`src/hw/nps_pkg.sv`:
```
// Constants and types for the network adapter power-state block
// Contract
// - D0 gives full transmit, receive, interrupts
// - Low states refuse host transmit requests
// - Low states move no received data
// - Low states raise no host interrupt
// - Context lost flag after D1/D2/D3
// - D0, D3 required; D1, D2 optional
// - Wake on link change or wake frame
// - Link changes filtered by a delay
// - Wake frames matched against loaded criteria
// - Wake packet, management, directed traffic
package nps_pkg;
  // Device power states, one-hot
  typedef enum logic [3:0] {
    NPS_D0 = 4'h1,
    NPS_D1 = 4'h2,
    NPS_D2 = 4'h4,
    NPS_D3 = 4'h8
  } nps_state_t;

  // Requested state encoding on the command port
  localparam logic [1:0] NPS_REQ_D0 = 2'h0;
  localparam logic [1:0] NPS_REQ_D1 = 2'h1;
  localparam logic [1:0] NPS_REQ_D2 = 2'h2;
  localparam logic [1:0] NPS_REQ_D3 = 2'h3;

  // Wake frame class bit positions in enable and match vectors
  localparam int NPS_WF_PACKET = 0;
  localparam int NPS_WF_MGMT   = 1;
  localparam int NPS_WF_DIRECT = 2;
  localparam int NPS_WF_N      = 3;

  // Link filter time and derived cycles at 25 MHz
  localparam int NPS_CLK_MHZ      = 25;
  localparam int NPS_LINK_FILT_US = 100;
  localparam int NPS_LINK_FILT_CYC = NPS_LINK_FILT_US * NPS_CLK_MHZ;
endpackage

```
`src/hw/nps_link_filter.sv`:
```
// Debounce filter for the link status input
`timescale 1ns/1ns
module nps_link_filter #(
  parameter int FILT_CYC = nps_pkg::NPS_LINK_FILT_CYC
) (
  input  wire logic mclk,
  input  wire logic rst,
  input  wire logic link_raw,
  output logic      link_stable,
  output logic      link_change
);
  localparam int CW = $clog2(FILT_CYC + 1);
  logic [CW-1:0] cnt;

  // Refused at elaboration: a zero length would pass every glitch
  if (FILT_CYC < 1) begin : g_bad_filt
    $error("FILT_CYC must be at least 1");
  end

  // Raw level must differ for FILT_CYC cycles before it is accepted
  always_ff @(posedge mclk) begin
    if (rst) begin
      cnt         <= '0;
      link_stable <= 1'b0;
      link_change <= 1'b0;
    end else begin
      link_change <= 1'b0;
      if (link_raw == link_stable) begin
        cnt <= '0; // Glitch too short, start over
      end else if (cnt == CW'(FILT_CYC - 1)) begin
        cnt         <= '0;
        link_stable <= link_raw;
        link_change <= 1'b1;
      end else begin
        cnt <= cnt + CW'(1);
      end
    end
  end
endmodule

```
`src/hw/nps_core.sv`:
```
// Power-state, traffic gating and wake logic of a network adapter
`timescale 1ns/1ns
module nps_core #(
  parameter bit HAS_D1   = 1'b1,
  parameter bit HAS_D2   = 1'b1,
  parameter int FILT_CYC = nps_pkg::NPS_LINK_FILT_CYC
) (
  input  wire logic        mclk,
  input  wire logic        rst,
  input  wire logic        ps_req_valid,
  input  wire logic [1:0]  ps_req,
  input  wire logic        wake_en,
  input  wire logic        wake_clr,
  input  wire logic        link_wake_en,
  input  wire logic [2:0]  frame_wake_en,
  input  wire logic        rx_frame_end,
  input  wire logic [2:0]  rx_frame_match,
  input  wire logic        link_raw,
  input  wire logic        tx_req,
  input  wire logic        rx_req,
  input  wire logic        irq_src,
  output logic [3:0]       pwr_state,
  output logic             tx_grant,
  output logic             tx_refused,
  output logic             rx_dma_en,
  output logic             host_irq,
  output logic             context_lost,
  output logic             link_up,
  output logic             wake
);
  nps_pkg::nps_state_t state;
  nps_pkg::nps_state_t next_state;
  logic link_change;
  logic link_stable;
  logic frame_hit;
  logic wake_event;

  // Refused at elaboration: the filter cannot count to zero
  if (FILT_CYC < 1) begin : g_bad_filt
    $error("FILT_CYC must be at least 1");
  end

  nps_link_filter #(.FILT_CYC(FILT_CYC)) u_filt (
    .mclk        (mclk),
    .rst         (rst),
    .link_raw    (link_raw),
    .link_stable (link_stable),
    .link_change (link_change)
  );

  // Unsupported optional states fall to D3, the deepest one
  always_comb begin
    next_state = state;
    if (ps_req_valid) begin
      case (ps_req)
        nps_pkg::NPS_REQ_D0: next_state = nps_pkg::NPS_D0;
        nps_pkg::NPS_REQ_D1: next_state = HAS_D1 ? nps_pkg::NPS_D1
                                                 : nps_pkg::NPS_D3;
        nps_pkg::NPS_REQ_D2: next_state = HAS_D2 ? nps_pkg::NPS_D2
                                                 : nps_pkg::NPS_D3;
        default:             next_state = nps_pkg::NPS_D3;
      endcase
    end
  end

  // State register; the host commands every move
  always_ff @(posedge mclk) begin
    if (rst) begin
      state <= nps_pkg::NPS_D0;
    end else begin
      state <= next_state;
    end
  end

  always_ff @(posedge mclk) begin
    if (rst) begin
      pwr_state <= nps_pkg::NPS_D0;
    end else begin
      pwr_state <= next_state;
    end
  end

  // Traffic and interrupts only pass while fully on
  always_ff @(posedge mclk) begin
    if (rst) begin
      tx_grant   <= 1'b0;
      tx_refused <= 1'b0;
      rx_dma_en  <= 1'b0;
      host_irq   <= 1'b0;
    end else begin
      tx_grant   <= tx_req && state == nps_pkg::NPS_D0;
      tx_refused <= tx_req && state != nps_pkg::NPS_D0;
      rx_dma_en  <= rx_req && state == nps_pkg::NPS_D0;
      host_irq   <= irq_src && state == nps_pkg::NPS_D0;
    end
  end

  // Sticky: set on leaving D0, cleared once back in D0 and acknowledged
  always_ff @(posedge mclk) begin
    if (rst) begin
      context_lost <= 1'b1;
    end else if (state != nps_pkg::NPS_D0) begin
      context_lost <= 1'b1;
    end else if (wake_clr) begin
      context_lost <= 1'b0;
    end
  end

  always_ff @(posedge mclk) begin
    if (rst) begin
      link_up <= 1'b0;
    end else begin
      link_up <= link_stable;
    end
  end

  // Criteria loaded by software select which frame classes count
  assign frame_hit  = rx_frame_end &&
                      |(rx_frame_match & frame_wake_en);
  assign wake_event = (link_change && link_wake_en) || frame_hit;

  // Wake: new event beats clear; dropped on D0 entry or wake disable
  always_ff @(posedge mclk) begin
    if (rst) begin
      wake <= 1'b0;
    end else if (!wake_en) begin
      wake <= 1'b0;
    end else if (wake_event && state != nps_pkg::NPS_D0) begin
      wake <= 1'b1;
    end else if (wake_clr || state == nps_pkg::NPS_D0) begin
      wake <= 1'b0;
    end
  end
endmodule

```
`config.mk`:
```
export PLATFORM = sky130hd
export DESIGN_NAME = nps_core
export DESIGN_NICKNAME = d
export VERILOG_FILES = /design/src/hw/nps_pkg.sv /design/src/hw/nps_link_filter.sv /design/src/hw/nps_core.sv
export SDC_FILE = /design/constraint.sdc
export NUM_CORES = 1
export LEC_CHECK = 0
export ABC_AREA = 1
export BUFFER_PORTS_ARGS = -buffer_cell sky130_fd_sc_hd__buf_4
export CAP_MARGIN = 20
export CORE_UTILIZATION = 50
export CTS_BUF_LIST = sky130_fd_sc_hd__clkbuf_16
export DETAILED_ROUTE_END_ITERATION = 12
export PLACE_DENSITY = 0.75
export RECOVER_POWER = 50
export SLEW_MARGIN = 25
export SYNTH_ARGS = -nofsm -noshare
export SYNTH_HDL_FRONTEND = slang
export SYNTH_SLANG_ARGS = --single-unit
export TNS_END_PERCENT = 100
```
`constraint.sdc`:
```
create_clock -name mclk -period 1.5 [get_ports mclk]
set_input_delay 0.15 -clock mclk [delete_from_list [all_inputs] [get_ports mclk]]
set_output_delay 0.15 -clock mclk [all_outputs]
set_load 0.005 [all_outputs]
```
After elaboration in Yosys (flattened, before gate mapping) --
Cells that the tools add are included.
Word-level totals: register bits after elaboration 25, input bits 19, logic and storage cells 42
Operators by class: add/sub/neg operators 1, eq/ne operators 6, muxes and demuxes 4, bitwise gates (word level) 3, reductions and logical operators 17
Operators with widths (number):
- 12-bit by 1-bit adder with 12-bit output (second input constant) | 1
- 12-bit == test (second input constant) | 1
- 4-bit one-hot mux with 3 select lines | 1
- 1-bit logical AND | 7
- 2-bit OR reduction | 3
- 3-bit OR reduction | 2
- 4-bit by 1-bit == test with 1-bit output (second input constant) | 1
- 4-bit by 1-bit != test with 1-bit output (second input constant) | 1
- 3-bit AND | 1
- 1-bit two-way mux | 3
- 2-bit by 1-bit == test with 1-bit output (second input constant) | 1
- 2-bit == test (second input constant) | 1
- 2-bit logical NOT | 1
- 1-bit logical OR | 2
- 1-bit NOT | 2
- 2-bit AND reduction | 1
- 2-bit nonzero test | 1
- 1-bit == test | 1

Longest topological paths before layout --
word-level depth 6, mapped depth 7, gate-level depth less buffers 7

Hierarchy --
Synthesis repeated with hierarchy kept, for this count alone.
Unflattened totals: cells, all modules 149, area total of the unflattened synthesis 1128.6 um^2
By module, submodules not included:
- nps_link_filter | instances 1, cells each 96, area an instance 703.2 um^2
- nps_core | instances 1, cells each 53, area an instance 425.4 um^2

Worst setup path before layout --
OpenSTA, ideal clock, no wires.
path type flip-flop to flip-flop, start reg u_filt.cnt[0], end reg u_filt.cnt[6], setup time 0.115 ns, arrival 1.064 ns, data required time 1.385 ns, setup slack 0.321 ns, stages on the path, launching flop included 8, cell sequence dfxtp_1 > ha_1 > nand2_1 > nor2_1 > nand3_2 > nand2_2 > buf_6 > nor2_1
Between the ends: word-level cells in the longest chain between the ends 2, elaborated cells on any way between the ends 3, classes of those cells add/sub: 1; eq/ne: 1; reduce/logical: 1
Ends and longest elaborated chain:
- start: declaration | line nps_link_filter.sv:13 | logic [CW-1:0] cnt;
- start signal: assignment | line nps_link_filter.sv:35 | cnt <= cnt + CW'(1);
- parallel branches: the longest is 2 deep, another holds 12-bit by 1-bit adder with 12-bit output
Parallel ways; which one is timed is not known. A chain may end at the register's enable or synchronous reset.

Worst setup path after layout --
start reg u_filt.cnt[0], end reg u_filt.cnt[8]
The elaborated chain is that of the path after synthesis.

==> metrics.txt <==
status finished, final reports clean; IO Count 30; Ys Warns 0; hold_buf cts 0; flops & latches, synth 25; critical path endpoint category flip-flop; Post-Route Utilization 69.3%; Starting DRT DRC Count 16; Peak VDD IR 771 µV; clock latency on the worst-skew pair 260 ps; Die Y 48.1 µm; worst slew pin tran 268 ps; critical path type flip-flop to flip-flop; Post-Synth Simple-Gate Area 32.2%; MaxCap Viol Count 0; Mapped Cells 148; initial antenna violation count 0; Final Power 1.38 mW; Combinational Power Share 7.9%; Avg Inst Size Synth 7.17 µm²; area share of fa/ha/maj cells after synthesis 1.18%; endpoints failing setup 0; top cell type by total area after synthesis dfxtp_1; routed len/inst 9.82 µm; WP data arrival 1440 ps; synth unique cells 20; initial core utilization 53.5%; Area contributors post-synth dfxtp_1, nand2_1, nor2_1; Core Area 1980 µm²; static leakage 0.610 nW; Clock Path Buffers 2; XOR/XNOR share of the synthesized area 4.13%; nets@finish 200; main combinational cell family by area after synthesis simple AND/OR/NAND/NOR gates; Area Growth Syn to Fin 29.5%; CP Launch Type flip-flop; Rel. slew slack 82.1%; hpwl dp 1560 µm; fin crit period 1300 ps; die area 2310 µm²; M1 wire length 896 µm; clock share of power 42.0%; Clock Root Buffer clkbuf_16; row count 16; Syn Nets 168; die width 48.1 µm; Remaining Overflow, GRT 0; vias in the first global route 731; largest net degree at the start of global routing 15; placed cells 202; # diodes 0; count of buffers from port buffering 29; H-tree levels 1; global-route wire length before repair 2920 µm; worst endpoint required time 1640 ps; Post-Layout Cell Count 206; Tcrit/Tclk final 86.8%; TritonCTS clock tree built; met3 wire len 54 µm; Crit Reg-Reg Startpoint u_filt.cnt[0]$_SDFF_PP0_; drc violations 0; Cell Pwr Density 1000 nW/µm²; drt first pass iters 4; Seq/Total Area, Yosys 47.2%; Slew Limit Fails 0; Setup Skew 2.21 ps; worst-path fanout max 11; Hold Path Origin rx_req; drt via density 4.64; WL met2 1030 µm; Switching Share 20.0%; routability-driven placement congestion ratio 0.812; Compound-Gate Fraction of Synth Area 6.49%; Final Hold Vio Count 0; gr usage total 18.8%; total routed wirelength 2020 µm; RSZ-0062 raised after global routing false; crit path from u_filt.cnt[0]$_SDFF_PP0_; via count 956; post-CTS sizing 0; Synth top area share 47.2%; synthesized area 1060 µm²; Num CTS Buffers 3; clk sink count 25; Max Used Layer met4; antenna-violating nets left 0; Psw 275 µW; Reg power frac 50.1%; CTS clk-pin slew, worst paths 60 ps; HP Class primary input to flip-flop; mux cell area share after synthesis 0%; setup TNS 0 ps; Setup Fix Bufs, Post-CTS 0; internal power 1.10 mW; f_max 0.768 GHz; share of cells above drive strength 1 20.1%
## cells in the final DEF (no fill, tap or decap), types with 2 or more instances in the layout
cell / netlist / layout
nand2_1: 35 / 35
nor2_1: 28 / 28
dfxtp_1: 25 / 25
inv_1: 20 / 20
buf_4: 0 / 18
nand3_1: 12 / 12
clkbuf_4: 0 / 10
a21oi_1: 9 / 9
xnor2_1: 3 / 3
clkbuf_16: 0 / 3
nand4_1: 2 / 2
xor2_1: 2 / 2
o21ai_0: 2 / 2
## critical path, cell delays in order, from the launching register on
cell and delay, ps:
dfxtp_1 370, ha_1 220, nand2_1 70, nor2_1 120, nand3_2 130, nand2_2 210
nor2_1 80
## routing by layer
layer | up-vias | track usage, %
li1 | 520 | -
met1 | 416 | 22.8
met2 | 15 | 31.4
met3 | 5 | 3.40
met4 | 0 | 10.0
met5 | - | 0
## layout make-up
cell class	instances	area (µm²)
clock buffer	3	75.1
sequential	25	500
timing repair buffer	29	214
tap	27	33.8
multi-input combinational	100	467
fill	174	608
inverter	21	78.8
clock inverter	1	5.00
## cell usage after synthesis (all sizes together)
cell type	number
nand3	13
a31oi	1
nor2	29
xnor2	3
xor2	2
nor3	1
dfxtp	25
o21ai	2
a22oi	1
ha	1
a21oi	9
nand4	2
inv	21
clkbuf	1
nand2	36
buf	1
## cell families after synthesis
kind of cell,after synthesis
adder cells (fa/ha/maj),1
XOR/XNOR,5
buffers and inverters,23
AND/OR/NAND/NOR,81
AO/OA/AOI/OAI,13
flip-flops,25
## sequential cells by signal (all words and copies together) (netlist names)
| name | cells |
|---|---|
| host_irq | 1 |
| rx_dma_en | 1 |
| link_up | 1 |
| tx_refused | 1 |
| wake | 1 |
| context_lost | 1 |
| u_filt.cnt | 12 |
| u_filt.link_stable | 1 |
| tx_grant | 1 |
| u_filt.link_change | 1 |
| pwr_state | 4 |
## final timing paths
| path | endpoint | slack, ps | cells past startpoint |
|---|---|---|---|
| worst min register to register | u_filt.cnt[0]$_SDFF_PP0_ | 460 | 1 |
| worst max-delay path | u_filt.cnt[8]$_SDFF_PP0_ | 200 | 6 |
| worst min-delay path | rx_dma_en$_SDFF_PP0_ | 110 | 3 |
| worst max register to register | u_filt.cnt[8]$_SDFF_PP0_ | 200 | 6 |
## per-stage QoR
stage | setup slack [ps] | hold WS, ps | area [µm²]
floorplan | 321 | 261 | 1060
global placement | 244 | 368 | 1300
detailed placement | 208 | 375 | 1300
CTS | 183 | 110 | 1380
global route | 45.1 | 114 | 1370
finish | 197 | 109 | 1370
## power groups by stage
| stage | Combinational [mW] | Clock [mW] | Sequential (mW) |
|---|---|---|---|
| floorplan | 0.0455 | 0 | 0.705 |
| global placement | 0.110 | 0 | 0.704 |
| detailed placement | 0.112 | 0 | 0.704 |
| CTS | 0.113 | 0.591 | 0.689 |
| global route | 0.122 | 0.615 | 0.691 |
| finish | 0.109 | 0.577 | 0.689 |
(Power assumes the default switching activity.)
